--- src/verilog/osc_ctrl_defines.svh ---
// register offsets, field positions, reset values and timing counts for the oscillator control block
// assumes inclusion by bare name from package and design files
`ifndef OSC_CTRL_DEFINES_SVH
`define OSC_CTRL_DEFINES_SVH

// apb byte offsets
`define OFS_OSC_CONTROL        12'h000
`define OFS_OSC_CONTROL_CLEAR  12'h004
`define OFS_OSC_CONTROL_SET    12'h008
`define OFS_OSC_CONTROL_INVERT 12'h00C
`define OFS_RC_TUNING          12'h010
`define OFS_RC_TUNING_CLEAR    12'h014
`define OFS_RC_TUNING_SET      12'h018
`define OFS_RC_TUNING_INVERT   12'h01C

// control register field positions
`define POS_DIVISOR_HI    20
`define POS_DIVISOR_LO    19
`define POS_MULT_HI       18
`define POS_MULT_LO       16
`define POS_CURRENT_HI    14
`define POS_CURRENT_LO    12
`define POS_NEXT_HI       10
`define POS_NEXT_LO       8
`define POS_LOCK_SEL      7
`define POS_USB_LOCKED    6
`define POS_PLL_LOCKED    5
`define POS_SLEEP         4
`define POS_FAIL          3
`define POS_USB_RC        2
`define POS_SEC_EN        1
`define POS_SWITCH        0

// writable mask of the control register (divisor, mult, next, lock, sleep, usb rc, sec en, switch)
`define CTRL_WRITABLE_MASK 32'h001F0797
// writable mask of the tuning register
`define TUN_WRITABLE_MASK  32'h0000003F

// configuration word field positions
`define CFG1_DIVISOR_HI  13
`define CFG1_DIVISOR_LO  12
`define CFG1_MONITOR_BIT 15
`define CFG1_SEC_EN      5
`define CFG1_SOURCE_HI   2
`define CFG1_SOURCE_LO   0
`define CFG2_MULT_HI     6
`define CFG2_MULT_LO     4

// reset values
`define RST_TRIM 6'h00

// clock switch settle time in ns and derived cycles at 25 MHz
`define SWITCH_TIME_NS     200
`define CLK_PERIOD_NS      40
`define SWITCH_CYCLES      ((`SWITCH_TIME_NS + `CLK_PERIOD_NS - 1) / `CLK_PERIOD_NS)

`endif

--- src/verilog/osc_ctrl_pkg.sv ---
// types shared by the oscillator control block
// assumes osc_ctrl_defines.svh is on the include path
package osc_ctrl_pkg;
    `include "osc_ctrl_defines.svh"

    // apb request from the master
    typedef struct packed {
        logic psel;
        logic penable;
        logic pwrite;
        logic [11:0] paddr;
        logic [31:0] pwdata;
    } apb_req_type;

    // apb answer to the master
    typedef struct packed {
        logic pready;
        logic pslverr;
        logic [31:0] prdata;
    } apb_rsp_type;

    // configuration words loaded at reset
    typedef struct packed {
        logic [31:0] cfgWordOne;
        logic [31:0] cfgWordTwo;
    } config_type;

    // analog status inputs
    typedef struct packed {
        logic pllLocked;
        logic usbPllLocked;
        logic clockFail;
    } analog_status_type;

    // clock source codes
    typedef enum logic [2:0] {
        SRC_FAST_RC = 3'h0,
        SRC_RC_WITH_PLL = 3'h1,
        SRC_PRIMARY = 3'h2,
        SRC_PRIMARY_PLL = 3'h3,
        SRC_SECONDARY = 3'h4,
        SRC_LOW_POWER_RC = 3'h5,
        SRC_FAST_RC_DIV16 = 3'h6,
        SRC_FAST_RC_POSTDIV = 3'h7
    } source_type;

    // switch sequencer states
    typedef enum logic [1:0] {
        SW_IDLE = 2'b00,
        SW_WAIT = 2'b01,
        SW_DONE = 2'b10
    } switch_state_type;

    // clock control outputs to the analog side
    typedef struct packed {
        logic [1:0] periphBusDivisor;
        logic [2:0] pllMultiplier;
        logic [4:0] pllFactor;
        logic [3:0] divideRatio;
        logic [2:0] currentSourceSel;
        logic sleepOnWait;
        logic usbInternalRcSel;
        logic secondaryOscEnable;
        logic [5:0] rcTrim;
        logic switchPulse;
    } clk_ctrl_type;
endpackage

--- src/verilog/sync_two_ff.sv ---
// two flip-flop synchroniser for a group of level inputs
// assumes the destination clock is mclk; reset clears the chain
`timescale 1ns/100ps
module sync_two_ff #(
    parameter int WIDTH = 1
) (
    // clock and reset
    input wire logic mclk,
    input wire logic rstSync_b,
    // levels
    input wire logic [WIDTH-1:0] asyncIn,
    output logic [WIDTH-1:0] syncOut
);
    logic [WIDTH-1:0] stage1Reg;

    // first stage read only by second stage
    always_ff @(posedge mclk or negedge rstSync_b) begin
        if (!rstSync_b) begin
            stage1Reg <= '0;
            syncOut <= '0;
        end else begin
            stage1Reg <= asyncIn;
            syncOut <= stage1Reg;
        end
    end
endmodule

--- src/verilog/osc_ctrl.sv ---
// oscillator control and tuning registers behind an apb slave
// assumes config words stable around reset release; analog status pins asynchronous
//
// The register offsets and the APB interface to the registers were chosen for this implementation.
`timescale 1ns/100ps
`include "osc_ctrl_defines.svh"

// Notes on behaviour
// - divisor code gives bus clock ratio 1,2,4,8
// - divisor loads from config word one
// - multiplier code selects factor 15..21, 24
// - multiplier loads from config word two
// - current source field is read-only status
// - both source fields load from boot config
// - reserved bits written zero, read as zero
// - lock bit holds selections only with monitor
// - usb pll locked status bit reported
// - system pll locked status bit reported
// - sleep bit chooses sleep or idle
// - fail flag set on detected clock failure
// - usb clock source select bit
// - secondary oscillator enable bit
// - secondary enable loads from config word one
// - switch bit self-clears when switch completes
// - clear alias clears written ones
// - set alias sets written ones
// - invert alias toggles written ones
// - tuning register has clear, set, invert aliases
module osc_ctrl (
    // clock and reset
    input wire logic mclk,
    input wire logic rst_b,
    // configuration words
    input wire osc_ctrl_pkg::config_type cfg,
    // analog status, asynchronous
    input wire osc_ctrl_pkg::analog_status_type anaStatus,
    // apb slave
    input wire osc_ctrl_pkg::apb_req_type apbReq,
    output osc_ctrl_pkg::apb_rsp_type apbRsp,
    // clock control outputs
    output osc_ctrl_pkg::clk_ctrl_type clkCtrl
);
    import osc_ctrl_pkg::*;

    // whole module state
    typedef struct packed {
        logic [1:0] divisor;
        logic [2:0] mult;
        logic [2:0] current;
        logic [2:0] next;
        logic lockSel;
        logic sleep;
        logic fail;
        logic usbRc;
        logic secEn;
        logic switchReq;
        logic [5:0] trim;
        switch_state_type swState;
        logic [7:0] swCount;
        logic loaded;
        logic monitorOn;
        apb_rsp_type rsp;
        clk_ctrl_type ctrl;
    } state_type;

    state_type stateReg;
    state_type stateNext;
    logic rstMetaReg;
    logic rstSync_b;
    analog_status_type statusSync;

    // reset release through two flip-flops
    always_ff @(posedge mclk or negedge rst_b) begin
        if (!rst_b) begin
            rstMetaReg <= 1'b0;
            rstSync_b <= 1'b0;
        end else begin
            rstMetaReg <= 1'b1;
            rstSync_b <= rstMetaReg;
        end
    end

    // status pins synchronised before use
    sync_two_ff #(
        .WIDTH(3)
    ) statusSyncInst (
        .mclk(mclk),
        .rstSync_b(rstSync_b),
        .asyncIn(anaStatus),
        .syncOut(statusSync)
    );

    // pll factor from multiplier code
    function automatic logic [4:0] factorOf(input logic [2:0] code);
        logic [4:0] f;
        f = 5'h0F;
        case (code)
            3'h6: f = 5'h15;
            3'h7: f = 5'h18;
            default: f = 5'h0F + {2'b00, code};
        endcase
        return f;
    endfunction

    // divide ratio from divisor code
    function automatic logic [3:0] ratioOf(input logic [1:0] code);
        logic [3:0] r;
        r = 4'h1 << code;
        return r;
    endfunction

    // control register image for reads
    function automatic logic [31:0] ctrlImage(input state_type s, input analog_status_type st);
        logic [31:0] v;
        v = 32'h0000_0000;
        v[`POS_DIVISOR_HI:`POS_DIVISOR_LO] = s.divisor;
        v[`POS_MULT_HI:`POS_MULT_LO] = s.mult;
        v[`POS_CURRENT_HI:`POS_CURRENT_LO] = s.current;
        v[`POS_NEXT_HI:`POS_NEXT_LO] = s.next;
        v[`POS_LOCK_SEL] = s.lockSel;
        v[`POS_USB_LOCKED] = st.usbPllLocked;
        v[`POS_PLL_LOCKED] = st.pllLocked;
        v[`POS_SLEEP] = s.sleep;
        v[`POS_FAIL] = s.fail;
        v[`POS_USB_RC] = s.usbRc;
        v[`POS_SEC_EN] = s.secEn;
        v[`POS_SWITCH] = s.switchReq;
        return v;
    endfunction

    // next state of the whole block
    always_comb begin
        logic [31:0] cur;
        logic [31:0] upd;
        logic [31:0] tcur;
        logic [31:0] tupd;
        logic locked;
        logic hit;
        logic ctrlWr;
        logic tunWr;
        logic failWr;
        cur = ctrlImage(stateReg, statusSync);
        upd = cur;
        tcur = {26'h0000000, stateReg.trim};
        tupd = tcur;
        locked = stateReg.monitorOn & stateReg.lockSel;
        hit = apbReq.psel & apbReq.penable;
        ctrlWr = 1'b0;
        tunWr = 1'b0;
        failWr = 1'b1;
        stateNext = stateReg;
        stateNext.rsp.pready = 1'b0;
        stateNext.rsp.pslverr = 1'b0;
        stateNext.ctrl.switchPulse = 1'b0;

        // config load once after reset release
        if (!stateReg.loaded) begin
            stateNext.loaded = 1'b1;
            stateNext.divisor = cfg.cfgWordOne[`CFG1_DIVISOR_HI:`CFG1_DIVISOR_LO];
            stateNext.mult = cfg.cfgWordTwo[`CFG2_MULT_HI:`CFG2_MULT_LO];
            stateNext.current = cfg.cfgWordOne[`CFG1_SOURCE_HI:`CFG1_SOURCE_LO];
            stateNext.next = cfg.cfgWordOne[`CFG1_SOURCE_HI:`CFG1_SOURCE_LO];
            stateNext.secEn = cfg.cfgWordOne[`CFG1_SEC_EN];
            stateNext.monitorOn = cfg.cfgWordOne[`CFG1_MONITOR_BIT];
        end else begin
            // apb access phase, answered in one cycle
            if (hit && !stateReg.rsp.pready) begin
                stateNext.rsp.pready = 1'b1;
                stateNext.rsp.prdata = 32'h0000_0000;
                case (apbReq.paddr)
                    `OFS_OSC_CONTROL: begin
                        upd = apbReq.pwdata;
                        ctrlWr = apbReq.pwrite;
                        stateNext.rsp.prdata = cur;
                    end
                    `OFS_OSC_CONTROL_CLEAR: begin
                        upd = cur & ~apbReq.pwdata;
                        ctrlWr = apbReq.pwrite;
                    end
                    `OFS_OSC_CONTROL_SET: begin
                        upd = cur | apbReq.pwdata;
                        ctrlWr = apbReq.pwrite;
                    end
                    `OFS_OSC_CONTROL_INVERT: begin
                        upd = cur ^ apbReq.pwdata;
                        ctrlWr = apbReq.pwrite;
                    end
                    `OFS_RC_TUNING: begin
                        tupd = apbReq.pwdata;
                        tunWr = apbReq.pwrite;
                        stateNext.rsp.prdata = tcur;
                    end
                    `OFS_RC_TUNING_CLEAR: begin
                        tupd = tcur & ~apbReq.pwdata;
                        tunWr = apbReq.pwrite;
                    end
                    `OFS_RC_TUNING_SET: begin
                        tupd = tcur | apbReq.pwdata;
                        tunWr = apbReq.pwrite;
                    end
                    `OFS_RC_TUNING_INVERT: begin
                        tupd = tcur ^ apbReq.pwdata;
                        tunWr = apbReq.pwrite;
                    end
                    default: begin
                        stateNext.rsp.pslverr = 1'b1;
                    end
                endcase
            end

            // fail bit may only be cleared by software, so keep its written value apart
            failWr = upd[`POS_FAIL];
            // only writable bits change; reserved and read-only bits kept
            upd = (upd & `CTRL_WRITABLE_MASK) | (cur & ~`CTRL_WRITABLE_MASK);
            if (ctrlWr) begin
                stateNext.divisor = upd[`POS_DIVISOR_HI:`POS_DIVISOR_LO];
                stateNext.sleep = upd[`POS_SLEEP];
                stateNext.usbRc = upd[`POS_USB_RC];
                stateNext.secEn = upd[`POS_SEC_EN];
                stateNext.lockSel = upd[`POS_LOCK_SEL];
                // selections frozen while locked
                if (!locked) begin
                    stateNext.mult = upd[`POS_MULT_HI:`POS_MULT_LO];
                    stateNext.next = upd[`POS_NEXT_HI:`POS_NEXT_LO];
                    if (upd[`POS_SWITCH] && stateReg.swState == SW_IDLE) begin
                        stateNext.switchReq = 1'b1;
                    end
                end
            end
            if (tunWr) begin
                stateNext.trim = tupd[5:0];
            end

            // clock fail is sticky; a detection wins over a software clear
            if (ctrlWr) begin
                stateNext.fail = stateReg.fail & failWr;
            end
            if (statusSync.clockFail) begin
                stateNext.fail = 1'b1;
            end

            // switch sequencer
            case (stateReg.swState)
                SW_IDLE: begin
                    if (stateReg.switchReq) begin
                        stateNext.swState = SW_WAIT;
                        stateNext.swCount = 8'(`SWITCH_CYCLES);
                        stateNext.ctrl.switchPulse = 1'b1;
                    end
                end
                SW_WAIT: begin
                    if (stateReg.swCount <= 8'h01) begin
                        stateNext.swState = SW_DONE;
                    end else begin
                        stateNext.swCount = stateReg.swCount - 8'h01;
                    end
                end
                SW_DONE: begin
                    stateNext.current = stateReg.next;
                    stateNext.switchReq = 1'b0;
                    stateNext.swState = SW_IDLE;
                end
                default: begin
                    stateNext.swState = SW_IDLE;
                end
            endcase
        end

        // registered clock control outputs
        stateNext.ctrl.periphBusDivisor = stateNext.divisor;
        stateNext.ctrl.divideRatio = ratioOf(stateNext.divisor);
        stateNext.ctrl.pllMultiplier = stateNext.mult;
        stateNext.ctrl.pllFactor = factorOf(stateNext.mult);
        stateNext.ctrl.currentSourceSel = stateNext.current;
        stateNext.ctrl.sleepOnWait = stateNext.sleep;
        stateNext.ctrl.usbInternalRcSel = stateNext.usbRc;
        stateNext.ctrl.secondaryOscEnable = stateNext.secEn;
        stateNext.ctrl.rcTrim = stateNext.trim;
    end

    // state register
    always_ff @(posedge mclk or negedge rstSync_b) begin
        if (!rstSync_b) begin
            stateReg <= '0;
            stateReg.trim <= `RST_TRIM;
            stateReg.swState <= SW_IDLE;
        end else begin
            stateReg <= stateNext;
        end
    end

    assign apbRsp = stateReg.rsp;
    assign clkCtrl = stateReg.ctrl;
endmodule

--- config.mk ---
export PLATFORM = sky130hd
export DESIGN_NAME = osc_ctrl
export DESIGN_NICKNAME = d
export VERILOG_FILES = /design/src/verilog/osc_ctrl_pkg.sv /design/src/verilog/sync_two_ff.sv /design/src/verilog/osc_ctrl.sv
export VERILOG_INCLUDE_DIRS = /design/src /design/src/verilog
export SDC_FILE = /design/constraint.sdc
export NUM_CORES = 1
export LEC_CHECK = 0
export BUFFER_PORTS_ARGS = -buffer_cell sky130_fd_sc_hd__clkbuf_2
export CAP_MARGIN = 20
export CORE_MARGIN = 2
export CORE_UTILIZATION = 50
export DETAILED_ROUTE_END_ITERATION = 10
export GPL_TIMING_DRIVEN = 0
export PLACE_DENSITY = 0.81
export SLEW_MARGIN = 40
export SYNTH_ARGS = -nofsm -noshare
export SYNTH_HDL_FRONTEND = slang
export SYNTH_SLANG_ARGS = --single-unit
--- constraint.sdc ---
create_clock -name mclk -period 2.94 [get_ports mclk]
set_input_delay 0.588 -clock mclk [delete_from_list [all_inputs] [get_ports mclk]]
set_output_delay 0.588 -clock mclk [all_outputs]
set_load 0.03 [all_outputs]
==> out/results.tsv <==
metric	value	unit
hpwl dp	8650	µm
Setup crit end kind	flop	
drt initial violations	198	
first-pass GRT wire length	18900	µm
Fin Hold WS	0.268	ns
number of global-route vias before repair	3998	
commonest non-fill, non-tap cell in the layout	clkbuf_2	
critical path's most frequent cell	inv_1	
Die X	102	µm
largest vdd supply drop	0.341	mV
yosys warns	0	
crit path time final	2.55	ns
Via density	5.31	
final hold violations	0	
htree depth	3	
Buf/Inv on CP	4	
Die Ht	102	µm
Syn Inst Count	497	
simple-gate portion of the synthesized area	0.127	
Row Count	35	
CP arrival	2.80	ns
max cap viols	0	
Clock transition at path regs	0.09	ns
Max Slew Vio Count	0	
port bufs	91	
worst slew pin tran	0.672	ns
Pre-antenna DRT Iters	4	
CP max-delay cell	nor4_2	
layout cells sized above 1	0.341	
worst stage delay on the critical path	0.59	ns
Clock Latency Late Sink	0.37	ns
Synth Cell Area	0.00484	mm²
status	finished, final reports clean	
register bit count reported by yosys	74	
Critical Path Source Type	input port	
Residual DRC	0	
wire per inst	15.4	µm
ys flop type	dfrtp_1	
highest-count cells in the layout ignoring fill and taps	92 x clkbuf_2, 73 x dfrtp_1, 62 x buf_4, 49 x inv_1, 45 x ha_1	
Top delay family on crit path	simple AND/OR/NAND/NOR gates	
count of cell types in the netlist	65	
register area share after synthesis	0.383	
Synth Area in XOR/XNOR	0.00905	
Pwr Density	430	mW/mm²
Final period util	0.867	
core area	0.00933	mm²
Setup violations, final	0	
critical path class	in2reg	
fillcell total	800	
routed via count	3973	
antenna cell count	0	
DIE AREA	0.0105	mm²
Initial Utilization	0.519	
skew final	0.0180	ns
Final TNS setup	0	ns
Fmax	392	MHz
Avg Inst Size Synth	9.74	µm²
TritonCTS Sinks	74	
Hold Path Class	reg2async	
CTS buffer count	9	
Routed WL	11500	µm
Async SR Flop Fraction	1.00	
CTS tree	done	
clk buf depth	2	
CP max FO	6	
IO Count	177	
number of enable flip-flop cells after synthesis	0	
RSZ-0062 raised after global routing	no	
crit-path cells	clkbuf_2 > nor4_2 > and3_1 > buf_4 > o311ai_0 > a31oi_2 > inv_1 > ha_1 > inv_1 > nor2_1 > a31o_2	
Static Leakage	3.05	nW
multiplexer share of the synthesized area	0.0491	
GPL Wtd Cong	0.825	
clk root buf	clkbuf_8	
Compound-Gate Fraction of Synth Area	0.162	
total overflow reported by the global router	0	
Req. time, crit path	3.19	ns
initial antenna violation count	0	
Total GRT Usage	0.234	
main combinational cell family by area after synthesis	compound AO/OA/AOI/OAI gates	
Max-Slew Margin vs Limit	0.549	
pin count of the biggest net entering global routing	45	
adder-cell share of the synthesized area	0.116	
fin nets	775	
Detail Route Antenna Nets	0	
area delta synth->final	19.1	%
worst reg2reg max path, stage by stage, from the launching register on:
cell and delay, ns:
dfrtp_1 0.46, inv_1 0.16, clkbuf_1 0.43, o311ai_0 0.23, a31oi_2 0.28, inv_1 0.13
ha_1 0.21, inv_1 0.09, nor2_1 0.08, a31o_2 0.22
final timing paths:
path	end	cells past startpoint	slack, ns	start
max reg2reg	clkCtrl[20]$_DFF_PN0_	9	0.56	stateReg[62]$_DFF_PN0_
min in group mclk	statusSyncInst.stage1Reg[2]$_DFF_PN0_	1	0.32	anaStatus[2]
min reg2reg	statusSyncInst.syncOut[0]$_DFF_PN0_	0	0.27	rstSync_b$_DFF_PN0_
max	clkCtrl[20]$_DFF_PN0_	11	0.39	apbReq[41]
max in group asynchronous	stateReg[71]$_DFFE_PN0P_	1	2.09	rstSync_b$_DFF_PN0_
min	statusSyncInst.syncOut[0]$_DFF_PN0_	0	0.27	rstSync_b$_DFF_PN0_
repair_timing:
action                    CTS  global route
hold endpoints to repair    2             0
gates resized for setup     0             0
hold buffers                1             0
setup buffers               0             0
cell usage after synthesis, types with 2 or more instances:
cell | number | share of area
nand4_1 | 4 | 0.0052
a31oi_1 | 2 | 0.0026
buf_4 | 62 | 0.096
a221oi_1 | 2 | 0.0036
o31ai_1 | 5 | 0.0078
mux2i_1 | 8 | 0.017
xor2_1 | 4 | 0.0072
o21ai_1 | 3 | 0.0031
and3_1 | 3 | 0.0039
nand2_1 | 34 | 0.026
nor4_1 | 4 | 0.0052
or3_1 | 3 | 0.0039
ha_1 | 45 | 0.12
buf_1 | 2 | 0.0016
a211oi_1 | 5 | 0.0078
conb_1 | 2 | 0.0016
mux2_2 | 8 | 0.019
nor3_1 | 7 | 0.0072
or2_2 | 2 | 0.0026
nor2_1 | 24 | 0.019
o21ai_0 | 17 | 0.018
o311ai_0 | 2 | 0.0036
mux4_2 | 3 | 0.014
a21o_1 | 2 | 0.0031
a22o_1 | 15 | 0.027
o211ai_1 | 4 | 0.0062
o22ai_1 | 11 | 0.014
nand4b_1 | 2 | 0.0036
nand3_1 | 4 | 0.0041
a21oi_1 | 19 | 0.020
dfrtp_1 | 74 | 0.38
a31oi_2 | 2 | 0.0052
nor2b_1 | 6 | 0.0078
inv_1 | 49 | 0.038
nand2b_1 | 4 | 0.0052
and4_1 | 2 | 0.0036
clkbuf_1 | 7 | 0.0054
o211ai_2 | 2 | 0.0052
a221o_1 | 4 | 0.0083
a22oi_1 | 8 | 0.012
buf_2 | 7 | 0.0072
state kept, by name, indices dropped and copies added (netlist names), named ones only:
register,count
clkCtrl,26
apbRsp,21
stateReg,17
statusSyncInst.stage1Reg,3
statusSyncInst.syncOut,3
rstMetaReg,1
rstSync_b,1
cell type report:
| class | instances | area, µm² | area share |
|---|---|---|---|
| timing repair buffer | 93 | 485 | 0.0843 |
| buffer | 80 | 551 | 0.0955 |
| multi-input combinational | 306 | 2310 | 0.402 |
| inverter | 50 | 188 | 0.0326 |
| clock inverter | 7 | 82.6 | 0.0143 |
| sequential | 74 | 1860 | 0.322 |
| tap | 129 | 161 | 0.0280 |
| clock buffer | 9 | 124 | 0.0215 |
routing by layer:
layer  GRT usage  vias to the layer above  share of wire
li1            -                     1899              -
met1       0.287                     1930           0.42
met2       0.412                      128           0.50
met3      0.0520                       16          0.065
met4      0.0718                        0          0.014
met5           0                        -              0
kinds of logic (layout without fill, tap and decap cells):
kind of cell	count (synthesis)	count (layout)
adders and majority gates	45	45
other	2	15
xor gates and xnor gates	5	5
muxes	19	19
AOI/OAI and AO/OA	111	111
DFF	74	74
buffers and inverters	130	239
and+or+nand+nor	111	111
metrics by stage:
step	utilization	area, µm²	std cells	setup WS (ns)	power [W]
2_1_floorplan	-	4890	510	0.516	0.00148
3_3_place_gp	0.590	5500	730	-0.0486	0.00161
3_5_place_dp	0.595	5550	731	0.0482	0.00163
4_1_cts	0.618	5760	748	0.414	0.00249
5_1_grt	0.618	5760	748	0.224	0.00259
6_report	0.618	5760	748	0.390	0.00248
where the power goes:
group          total [W]  leakage, nW  internal [W]  switching (W)
logic           0.000498         2.00      0.000202       0.000295
registers        0.00112        0.950       0.00107      0.0000503
clock network   0.000863        0.104      0.000409       0.000454
Note: power is estimated with default switching activity, not from simulation.
